[src/sample_flags_map.svh]
// Register offsets, field positions, reset values for the sample buffer flags
`ifndef SAMPLE_FLAGS_MAP_SVH
`define SAMPLE_FLAGS_MAP_SVH

`define FLAG_REG_OFS 8'h3b
`define CTRL_REG_OFS 8'h40
`define SETUP_REG_OFS 8'h41
`define GEN_STATUS_OFS 8'h42
`define IRQ_STATUS_OFS 8'h43
`define IRQ_MASK_OFS 8'h44

`define FLAG_AGG_BIT 7
`define FLAG_STORE_BIT 6
`define FLAG_FETCH_BIT 5
`define FLAG_EMPTY_BIT 0
`define GEN_AGG_BIT 6
`define SETUP_STORE_IE_BIT 14
`define SETUP_FETCH_IE_BIT 13

`define FLAG_REG_RESET 8'h01
`define CTRL_REG_RESET 16'h0000
`define SETUP_REG_RESET 16'h0200
`define IRQ_MASK_RESET 2'h0

`define BUF_DEPTH 256
`define TARGET_FULL 9'h100

`endif

[src/sample_flags_pkg.sv]
// Types shared by the sample buffer flag logic
`default_nettype none
package sample_flags_pkg;

  typedef enum logic [1:0] {
    MODE_OFF = 2'h0,
    MODE_OLDEST = 2'h1,
    MODE_WATERMARK = 2'h2,
    MODE_STREAM = 2'h3
  } buffer_mode_t;

  typedef enum logic [1:0] {
    FILL_OPEN = 2'b01,
    FILL_HELD = 2'b10
  } fill_state_t;

  typedef struct packed {
    logic wr;
    logic rd;
    logic [7:0] addr;
    logic [15:0] wdata;
  } reg_req_t;

  typedef struct packed {
    logic agg;
    logic store_fail;
    logic fetch_fail;
  } err_flags_t;

endpackage : sample_flags_pkg
`default_nettype wire

[src/fill_level_counter.sv]
// Occupancy counter of the conversion-result buffer
`timescale 1ns/1ps
`default_nettype none
module fill_level_counter #(
  parameter int DEPTH = 256
) (
  input wire logic ref_clk_i,
  input wire logic rst_i,
  input wire logic push_i,
  input wire logic pop_i,
  output logic [$clog2(DEPTH+1)-1:0] count_o
);
  localparam int CW = $clog2(DEPTH + 1);

  if (DEPTH < 2) begin : g_bad_depth
    $error("fill_level_counter: DEPTH must be at least 2");
  end

  always_ff @(posedge ref_clk_i) begin
    if (rst_i) begin
      count_o <= '0;
    end else if (push_i && !pop_i && count_o != CW'(DEPTH)) begin
      count_o <= count_o + CW'(1);
    end else if (pop_i && !push_i && count_o != '0) begin
      count_o <= count_o - CW'(1);
    end
  end
endmodule : fill_level_counter
`default_nettype wire

[src/sticky_irq.sv]
// Sticky event status with write-one-to-clear, mask and level interrupt
`timescale 1ns/1ps
`default_nettype none
module sticky_irq #(
  parameter int N = 2
) (
  input wire logic ref_clk_i,
  input wire logic rst_i,
  input wire logic [N-1:0] event_i,
  input wire logic [N-1:0] clear_i,
  input wire logic [N-1:0] mask_i,
  output logic [N-1:0] status_o,
  output logic irq_o
);
  logic [N-1:0] status_next;

  if (N < 1) begin : g_bad_n
    $error("sticky_irq: N must be at least 1");
  end

  // A new event beats a clear in the same cycle
  always_comb begin
    status_next = (status_o & ~clear_i) | event_i;
  end

  always_ff @(posedge ref_clk_i) begin
    if (rst_i) begin
      status_o <= '0;
    end else begin
      status_o <= status_next;
    end
  end

  always_ff @(posedge ref_clk_i) begin
    if (rst_i) begin
      irq_o <= 1'b0;
    end else begin
      irq_o <= |(status_next & mask_i);
    end
  end
endmodule : sticky_irq
`default_nettype wire

[src/sample_flags_top.sv]
// Error flag logic of the conversion-result buffer
//
// Functional notes
// - Error flags may set only in watermark or streaming mode.
// - Aggregate flag bit 7 is the OR of all buffer error bits.
// - General status aggregate error bit follows the buffer aggregate flag.
// - Watermark: result dropped by host read or held target sets store-fail.
// - Watermark: buffer held full at target until completely emptied.
// - Watermark: store-fail behaves exactly like the overflow indicator.
// - Streaming: store-fail sets only when a host read blocks storing.
// - Store-fail clears when the buffer becomes empty.
// - Flag interrupt rises and falls in the same cycle as its flag.
// - Flag register read-only, resets to 0x01, error flags zero.
// - Store-fail interrupt only when setup bit 14 is one.
// - Eight-bit target; zero means 256, else N conversions.
// - Fetch-fail bit 5 sets on refused read, clears on grant or empty.
`timescale 1ns/1ps
`default_nettype none
`include "sample_flags_map.svh"
module sample_flags_top #(
  parameter int DEPTH = `BUF_DEPTH
) (
  input wire logic ref_clk_i,
  input wire logic rst_i,
  input wire sample_flags_pkg::reg_req_t bus_req_i,
  input wire logic conv_i,
  input wire logic fetch_req_i,
  input wire logic host_read_busy_i,
  output logic [15:0] rdata_o,
  output logic stored_o,
  output logic fetch_grant_o,
  output logic main_err_o,
  output logic flag_irq_o,
  output logic irq_o
);
  import sample_flags_pkg::*;

  localparam int CW = $clog2(DEPTH + 1);

  if (DEPTH != `BUF_DEPTH) begin : g_bad_depth
    $error("sample_flags_top: target coding needs a depth of 256");
  end

  // Zero selects the whole buffer
  function automatic logic [8:0] fill_target(input logic [7:0] wm);
    fill_target = (wm == 8'h00) ? `TARGET_FULL : {1'b0, wm};
  endfunction : fill_target

  function automatic logic hit(input logic [7:0] a, input logic [7:0] ofs);
    hit = (a == ofs);
  endfunction : hit

  logic [15:0] ctrl_reg;
  logic [15:0] setup_reg;
  logic [1:0] irq_mask_reg;
  logic [1:0] irq_status;
  err_flags_t flags_reg;
  err_flags_t flags_next;
  fill_state_t state_reg;
  fill_state_t state_next;
  logic [CW-1:0] count;
  logic [8:0] target;
  buffer_mode_t mode;
  logic wm_mode;
  logic st_mode;
  logic flags_on;
  logic empty;
  logic full_now;
  logic held;
  logic store_refused;
  logic store_ok;
  logic fetch_ok;
  logic fetch_refused;
  logic pop;
  logic [1:0] irq_events;
  logic [1:0] irq_clear;
  logic irq_line;

  always_comb begin
    mode = buffer_mode_t'(ctrl_reg[1:0]);
    wm_mode = (mode == MODE_WATERMARK);
    st_mode = (mode == MODE_STREAM);
    flags_on = wm_mode || st_mode;
    target = fill_target(setup_reg[7:0]);
    empty = (count == '0);
    full_now = (count == CW'(DEPTH));
    held = (state_reg == FILL_HELD);
  end

  // A result is dropped while the host reads, or while the target holds
  always_comb begin
    store_refused = conv_i
                    && (host_read_busy_i || (wm_mode && held));
    store_ok = conv_i && !store_refused;
    fetch_refused = fetch_req_i && conv_i;
    fetch_ok = fetch_req_i && !conv_i && !empty;
    // Outside watermark mode a full buffer gives up its oldest result
    pop = fetch_ok || (store_ok && full_now);
  end

  fill_level_counter #(
    .DEPTH(DEPTH)
  ) u_level (
    .ref_clk_i(ref_clk_i),
    .rst_i(rst_i),
    .push_i(store_ok),
    .pop_i(pop),
    .count_o(count)
  );

  always_comb begin
    state_next = state_reg;
    case (state_reg)
      FILL_OPEN: begin
        if (wm_mode && store_ok && (9'(count) + 9'h001 >= target)) begin
          state_next = FILL_HELD;
        end
      end
      FILL_HELD: begin
        // Only a fully drained buffer or leaving watermark mode reopens; partial reads do not
        if (!wm_mode || empty) begin
          state_next = FILL_OPEN;
        end
      end
      default: begin
        state_next = FILL_OPEN;
      end
    endcase
  end

  always_ff @(posedge ref_clk_i) begin
    if (rst_i) begin
      state_reg <= FILL_OPEN;
    end else begin
      state_reg <= state_next;
    end
  end

  // Set wins over the empty clear so a drop in the same cycle is kept
  always_comb begin
    flags_next = flags_reg;
    if (!flags_on) begin
      flags_next.store_fail = 1'b0;
    end else if (store_refused) begin
      flags_next.store_fail = 1'b1;
    end else if (empty) begin
      flags_next.store_fail = 1'b0;
    end
    if (!flags_on) begin
      flags_next.fetch_fail = 1'b0;
    end else if (fetch_refused) begin
      flags_next.fetch_fail = 1'b1;
    end else if (fetch_ok || empty) begin
      flags_next.fetch_fail = 1'b0;
    end
    flags_next.agg = flags_next.store_fail || flags_next.fetch_fail;
  end

  always_ff @(posedge ref_clk_i) begin
    if (rst_i) begin
      flags_reg <= '0;
    end else begin
      flags_reg <= flags_next;
    end
  end

  always_ff @(posedge ref_clk_i) begin
    if (rst_i) begin
      main_err_o <= 1'b0;
    end else begin
      main_err_o <= flags_next.agg;
    end
  end

  // Built from next values so the pin moves with the flag
  always_ff @(posedge ref_clk_i) begin
    if (rst_i) begin
      flag_irq_o <= 1'b0;
    end else begin
      flag_irq_o <= (flags_next.store_fail
                     && setup_reg[`SETUP_STORE_IE_BIT])
                    || (flags_next.fetch_fail
                     && setup_reg[`SETUP_FETCH_IE_BIT]);
    end
  end

  always_ff @(posedge ref_clk_i) begin
    if (rst_i) begin
      stored_o <= 1'b0;
      fetch_grant_o <= 1'b0;
    end else begin
      stored_o <= store_ok;
      fetch_grant_o <= fetch_ok;
    end
  end

  always_comb begin
    // Without its enable a flag raises no interrupt event at all
    irq_events[0] = flags_next.store_fail && !flags_reg.store_fail
                    && setup_reg[`SETUP_STORE_IE_BIT];
    irq_events[1] = flags_next.fetch_fail && !flags_reg.fetch_fail
                    && setup_reg[`SETUP_FETCH_IE_BIT];
    irq_clear = (bus_req_i.wr && hit(bus_req_i.addr, `IRQ_STATUS_OFS))
                ? bus_req_i.wdata[1:0] : 2'h0;
  end

  sticky_irq #(
    .N(2)
  ) u_irq (
    .ref_clk_i(ref_clk_i),
    .rst_i(rst_i),
    .event_i(irq_events),
    .clear_i(irq_clear),
    .mask_i(irq_mask_reg),
    .status_o(irq_status),
    .irq_o(irq_line)
  );

  always_ff @(posedge ref_clk_i) begin
    if (rst_i) begin
      irq_o <= 1'b0;
    end else begin
      irq_o <= irq_line;
    end
  end

  // Writes to the flag register fall through: it has no storage to write
  always_ff @(posedge ref_clk_i) begin
    if (rst_i) begin
      ctrl_reg <= `CTRL_REG_RESET;
      setup_reg <= `SETUP_REG_RESET;
      irq_mask_reg <= `IRQ_MASK_RESET;
    end else if (bus_req_i.wr) begin
      if (hit(bus_req_i.addr, `CTRL_REG_OFS)) begin
        ctrl_reg <= {14'h0000, bus_req_i.wdata[1:0]};
      end
      if (hit(bus_req_i.addr, `SETUP_REG_OFS)) begin
        setup_reg <= {1'b0, bus_req_i.wdata[14:8], bus_req_i.wdata[7:0]};
      end
      if (hit(bus_req_i.addr, `IRQ_MASK_OFS)) begin
        irq_mask_reg <= bus_req_i.wdata[1:0];
      end
    end
  end

  always_ff @(posedge ref_clk_i) begin
    if (rst_i) begin
      rdata_o <= 16'h0000;
    end else if (bus_req_i.rd) begin
      case (bus_req_i.addr)
        `FLAG_REG_OFS: begin
          rdata_o <= {8'h00, flags_reg.agg, flags_reg.store_fail,
                      flags_reg.fetch_fail, 4'h0, empty};
        end
        `CTRL_REG_OFS: begin
          rdata_o <= ctrl_reg;
        end
        `SETUP_REG_OFS: begin
          rdata_o <= setup_reg;
        end
        `GEN_STATUS_OFS: begin
          rdata_o <= {9'h000, flags_reg.agg, 6'h00};
        end
        `IRQ_STATUS_OFS: begin
          rdata_o <= {14'h0000, irq_status};
        end
        `IRQ_MASK_OFS: begin
          rdata_o <= {14'h0000, irq_mask_reg};
        end
        default: begin
          rdata_o <= 16'h0000;
        end
      endcase
    end else begin
      rdata_o <= 16'h0000;
    end
  end
endmodule : sample_flags_top
`default_nettype wire

[config.mk]
export PLATFORM = sky130hd
export DESIGN_NAME = sample_flags_top
export DESIGN_NICKNAME = d
export VERILOG_FILES = /design/src/sample_flags_pkg.sv /design/src/fill_level_counter.sv /design/src/sticky_irq.sv /design/src/sample_flags_top.sv
export VERILOG_INCLUDE_DIRS = /design/src
export SDC_FILE = /design/constraint.sdc
export NUM_CORES = 1
export LEC_CHECK = 0
export BUFFER_PORTS_ARGS = -buffer_cell sky130_fd_sc_hd__buf_2
export CAP_MARGIN = 20
export CELL_PAD_IN_SITES_DETAIL_PLACEMENT = 1
export CELL_PAD_IN_SITES_GLOBAL_PLACEMENT = 2
export CORE_MARGIN = 2
export CORE_UTILIZATION = 33
export CTS_CLUSTER_DIAMETER = 60
export CTS_CLUSTER_SIZE = 20
export DETAILED_ROUTE_END_ITERATION = 8
export MAX_ROUTING_LAYER = met4
export PLACE_DENSITY = 0.91
export SETUP_SLACK_MARGIN = 0.3
export SLEW_MARGIN = 0
export SYNTH_ARGS = -nofsm -noshare
export SYNTH_HDL_FRONTEND = slang
export SYNTH_SLANG_ARGS = --single-unit
[constraint.sdc]
create_clock -name ref_clk_i -period 2.8 [get_ports ref_clk_i]
set_input_delay 0.42 -clock ref_clk_i [delete_from_list [all_inputs] [get_ports ref_clk_i]]
set_output_delay 0.42 -clock ref_clk_i [all_outputs]
set_load 0.02 [all_outputs]
======== Yosys cells after proc, flatten, opt, wreduce, memory -nomap -nowiden ========
Cells that the tools add are included.
word-level totals
  flip-flop bits (word level) ............. 56
  input bits .............................. 31
  output and inout port bits .............. 21
operators by class
  add/sub/neg operators ................... 2
  order comparisons ....................... 1
  equal/unequal tests ..................... 14
  mux-type cells .......................... 14
  bitwise logic cells ..................... 5
  reductions and logical operators ........ 45
operator list
  cell                                                                   count
  15-bit case mux with 6 select lines                                    1
  8-bit by 7-bit equality test with 1-bit output, second input constant  5
  9-bit two-way mux                                                      3
  1-bit logical AND                                                      20
  9-bit by 1-bit adder with 9-bit output, second input constant          1
  9-bit equality test, second input constant                             1
  9-bit greater-or-equal comparator                                      1
  9-bit logical NOT                                                      1
  9-bit != test, second input constant                                   1
  9-bit nonzero test                                                     1
  9-bit by 1-bit subtractor with 9-bit output, second input constant     1
  8-bit by 6-bit equality test with 1-bit output, second input constant  1
  1-bit logical NOT                                                      8
  8-bit logical NOT                                                      1
  2-bit AND reduction                                                    4
  1-bit logical OR                                                       7
  2-bit equality test, second input constant                             3
  1-bit two-way mux                                                      6
  2-bit two-way mux                                                      3
  2-bit AND                                                              2
  2-bit case mux with 2 select lines                                     1
  2-bit OR reduction                                                     2
  2-bit by 1-bit equality test with 1-bit output, second input constant  1
  2-bit by 1-bit != test with 1-bit output, second input constant        1
  5 further kinds                                                        5

======== Logic depth before layout (Yosys ltp) ========
  word-level depth ........................ 12
  depth in mapped cells ................... 9
  gate-level depth less buffers ........... 9

======== Hierarchy ========
Synthesis repeated with hierarchy kept, for this count alone.
second synthesis, totals
  cells, all modules ...................... 348
  area, all modules ....................... 2987.9 µm²
modules (own cells, without submodules)
  module              times used  cells an instance  area an instance (µm²)
  sample_flags_top    1           251                2137.0
  fill_level_counter  1           87                 729.4
  sticky_irq          1           10                 121.4

======== Least setup slack after synthesis ========
No wires, ideal clock.
  path type ............................... reg2reg
  start point ............................. reg u_level.count_o[0]
  end point ............................... reg state_reg[1]
  arrival time ............................ 2.053 ns
  required time ........................... 2.671 ns
  path slack .............................. 0.618 ns
  stages on the path, launching flop included .. 10
  clock period less this slack ............ 2.182 ns
  path through ............................ dfxtp_1 -> ha_1 -> nand3_1 -> nor2_1 -> xor2_1 -> ha_1 -> and3_1 -> a221o_1 -> a31oi_1 -> o21ai_0
on the way
  cells in the longest elaborated chain, start to end .. 5
RTL lines
  element                                   RTL line                  text
  start: declaration                        fill_level_counter.sv:11  output logic [$clog2(DEPTH+1)-1:0] count_o
  start signal: assignment                  fill_level_counter.sv:23  count_o <= count_o + CW'(1);
  start signal: assignment                  fill_level_counter.sv:25  count_o <= count_o - CW'(1);
  9-bit by 1-bit adder with 9-bit output    sample_flags_top.sv:115   if (wm_mode && store_ok && (9'(count) + 9'h001 >= target)) begin
  9-bit greater-or-equal comparator         sample_flags_top.sv:115
  1-bit logical AND                         sample_flags_top.sv:115
  2-bit != test (no source line)            -
  2-bit AND reduction (no source line) (*)  -
  end signal: assignment                    sample_flags_top.sv:135   state_reg <= state_next;
  end: declaration                          sample_flags_top.sv:59    fill_state_t state_reg;
Mark *: on every way between the ends. The rest lies on a longest branch, timed or not.
A chain may end at the register's enable or synchronous reset.

======== Final worst setup path ========
Ends and elaborated chain as after synthesis.

==> results by group <==
Yosys
  – Mean area per synthesized cell: between 8 and 9 µm²
  – Largest cells by area after synthesis: dfxtp_1 (39%), ha_1 (5.4%), a21oi_1 (4.8%)
  – Most frequent cell after synthesis: dfxtp_1
  – Synth area leader: dfxtp_1
  – Area share of the largest cell type after synthesis: 39.3%
  – Syn Nets: 370
  – Synth unique cells: 58
  – Cell Area, Synth: between 2000 and 3000 µm²
  – Ys Warns: 0
  – Yosys reg bits: 55
  – Sequential share of the synthesized area: 39.3%
  – Synth Flop Type: dfxtp_1
  – FFs w/ async S/R, synth: 0%
  – Leading cell types by count after synthesis: dfxtp_1 (55), nor2_1 (29), a21oi_1 (27), nand2_1 (27), nand3_1 (20)
  – EDFF count, synth: 0
  – Gate Count Post-Synth: 327

CTS
  – Root Driver: clkbuf_8
  – H-tree Lvls: 2
  – CTS max path bufs: 2
  – Hold buffer count at cts: 0
  – CTS tree: done
  – Worst-skew pair later-pin latency: about 310 ps
  – CTS buffer count: 5
  – Clock sinks: 55
  – Clock transition at path regs: 110 ps

Hold path
  – Hold endpoint: setup_reg[10]
  – Hold depth: 3
  – Hold_sp: bus_req_i[10]
  – Worst hold path class: input port to register

Placement
  – Post-DP Area: 3130 µm²
  – Dpl hpwl: 5.92 mm
  – # port buffers: 49
  – Placer Congestion: 0.835

Detailed routing
  – Initial DRC count: 81
  – Total Routed Length: 7.84 mm
  – 1st-pass router iterations: 4
  – Routed vias/inst: ~5.4
  – Final ANT Viol Nets: 0
  – Remaining DRCs: 0
  – Detailed-route via count: 2563
  – WL/cell: 16.4 µm

Die
  – Die Wd: 96.1 µm
  – Core Rows: 33
  – Die area: just over 9000 µm²
  – Io pins: between 50 and 60
  – Die Span Y: 96.1 µm
  – Starting Density: 34.1%
  – Core area: just over 8000 µm²

Setup path
  – R2r worst-path depth: 9
  – Critical path type: register to register
  – CP cell instances: ha_2, nand3_2, nor2_2, xor2_1, ha_1, and3_1, a221o_1, a31oi_2, o21ai_0
  – CP Launch Type: register
  – Worst path arrival time: roughly 2600 ps
  – Crit path required time: 2990 ps
  – CP Max Fanout: 8
  – Worst setup EP type: register
  – Worst Path Buf+Inv: 0
  – Max incr delay on CP: 410 ps
  – Crit path depth: 9
  – Reg2reg setup slack: 400 ps
  – Worst path slowest cell: dfxtp_4
  – RR Startpoint: u_level.count_o[0]
  – Worst r2r dst: state_reg[1]
  – Crit path max-delay family: compound AO/OA/AOI/OAI gates

Timing
  – Final setup viols: 0
  – Worst-margin pin slew: 667 ps
  – Maximum achievable frequency: 417 MHz
  – Final period util: a little under nine tenths
  – Max Slew Vio Count: 0
  – RSZ-0062 raised after global routing: false
  – Crit path time final: 2400 ps
  – Final Hold Violating Endpoints: 0
  – Min Hold Slack: between 300 and 400 ps
  – Worst Clk Skew: 8.62 ps
  – Relative slew slack: a little over half
  – Setup TNS: 0 ps

Final layout
  – N_diodes: 0
  – Layout cells sized above 1: 23.7%
  – Fin util: 39.7%
  – Post-layout net count: 414
  – Area Overhead vs Synth: 16.6%
  – Final instance area: 3260 µm²

Global routing
  – Congestion Overflow GR: 0
  – First-pass GRT wire length: 12.6 mm
  – GRT Total Usage: 18.2%
  – Largest net degree at the start of global routing: 27
  – Vias in the first global route: between 2000 and 3000
  – Initial antenna violation count: 0

Power
  – Maximum VDD drop: about 0.40 mV
  – Pwr Total: 2.35 mW
  – P per Cell Area: about 720 nW/µm²
  – P_leak: 1.32 nW

Outcome
  – Status: complete, no violations

Run
  – MaxCap Viol Count: 0
-- power breakdown --
part | switching [mW] | internal (mW)
sequential | 0.113 | 0.842
clock | 0.290 | 0.185
combinational | 0.520 | 0.402
-- worst min-delay path, cell delays in order --
cell     delay, ps
buf_2          100
nand3_1         60
a21oi_1         50
-- repair_timing --
item	in CTS	in global routing
setup buffers	0	1
endpoints found under the setup margin	2	2
cloned	0	0
gates resized for setup	4	6
-- kinds of logic after synthesis --
family / count (synthesis) / synth area share (%)
simple gates: 138 / 27.9
buf+inv: 34 / 5.10
fa+ha+maj: 12 / 5.36
xor+xnor: 10 / 3.13
other cells: 1 / 0.134
compound gates: 70 / 16.5
mux: 7 / 2.59
flops: 55 / 39.3
-- layout make-up --
class / instances / area, µm²
repair buffers: 56 / 298
flip-flops and latches: 55 / 1110
well taps: 105 / 131
clock inverters: 3 / 27.5
clock buffers: 5 / 68.8
fillers: 1019 / 4950
multi-input cells: 238 / 1570
inverters: 15 / 56.3
-- worst max-delay path by stage --
stage	start	to	slack, ps
after floorplan	u_level.count_o[0]	state_reg[1]	620
after detailed placement	u_level.count_o[0]	state_reg[1]	200
final	u_level.count_o[0]	state_reg[1]	400
after CTS	u_level.count_o[0]	state_reg[1]	320
after global routing	u_level.count_o[0]	state_reg[1]	240
after global placement	u_level.count_o[0]	state_reg[1]	370
-- layout by cell type (no fill, tap or decap), types with 3 or more instances in the layout --
cell,netlist,layout
dfxtp_1,55,51
buf_2,6,49
nor2_1,29,28
nand2_1,27,27
a21oi_1,27,27
nand3_1,20,19
inv_1,15,15
ha_1,12,11
and2_1,10,10
a22oi_1,9,9
o21ai_0,7,7
buf_4,2,7
nor3_1,6,6
nor4_1,6,6
nand2b_1,6,6
xnor2_1,5,5
xor2_1,5,5
nor2b_1,5,5
mux2i_1,5,5
clkbuf_8,0,5
nand4_1,3,3
nor4_2,3,3
or3_1,3,3
a211oi_1,3,3
and3_1,3,3
a21o_1,3,3
o21a_1,3,3
-- per-stage QoR --
stage               instances  worst slack, ps
floorplan                 327              618
global placement          468              374
detailed placement        468              201
CTS                       476              317
global route              477              241
finish                    477              400
-- per-layer routing --
layer	vias to the layer above	track usage, %	share of wire (%)
met5	-	-	0
met4	0	4.64	1.2
met3	10	3.13	4.0
met2	51	30.8	51
met1	1254	22.3	44
li1	1248	-	-
Note: power is estimated with default switching activity, not from simulation.
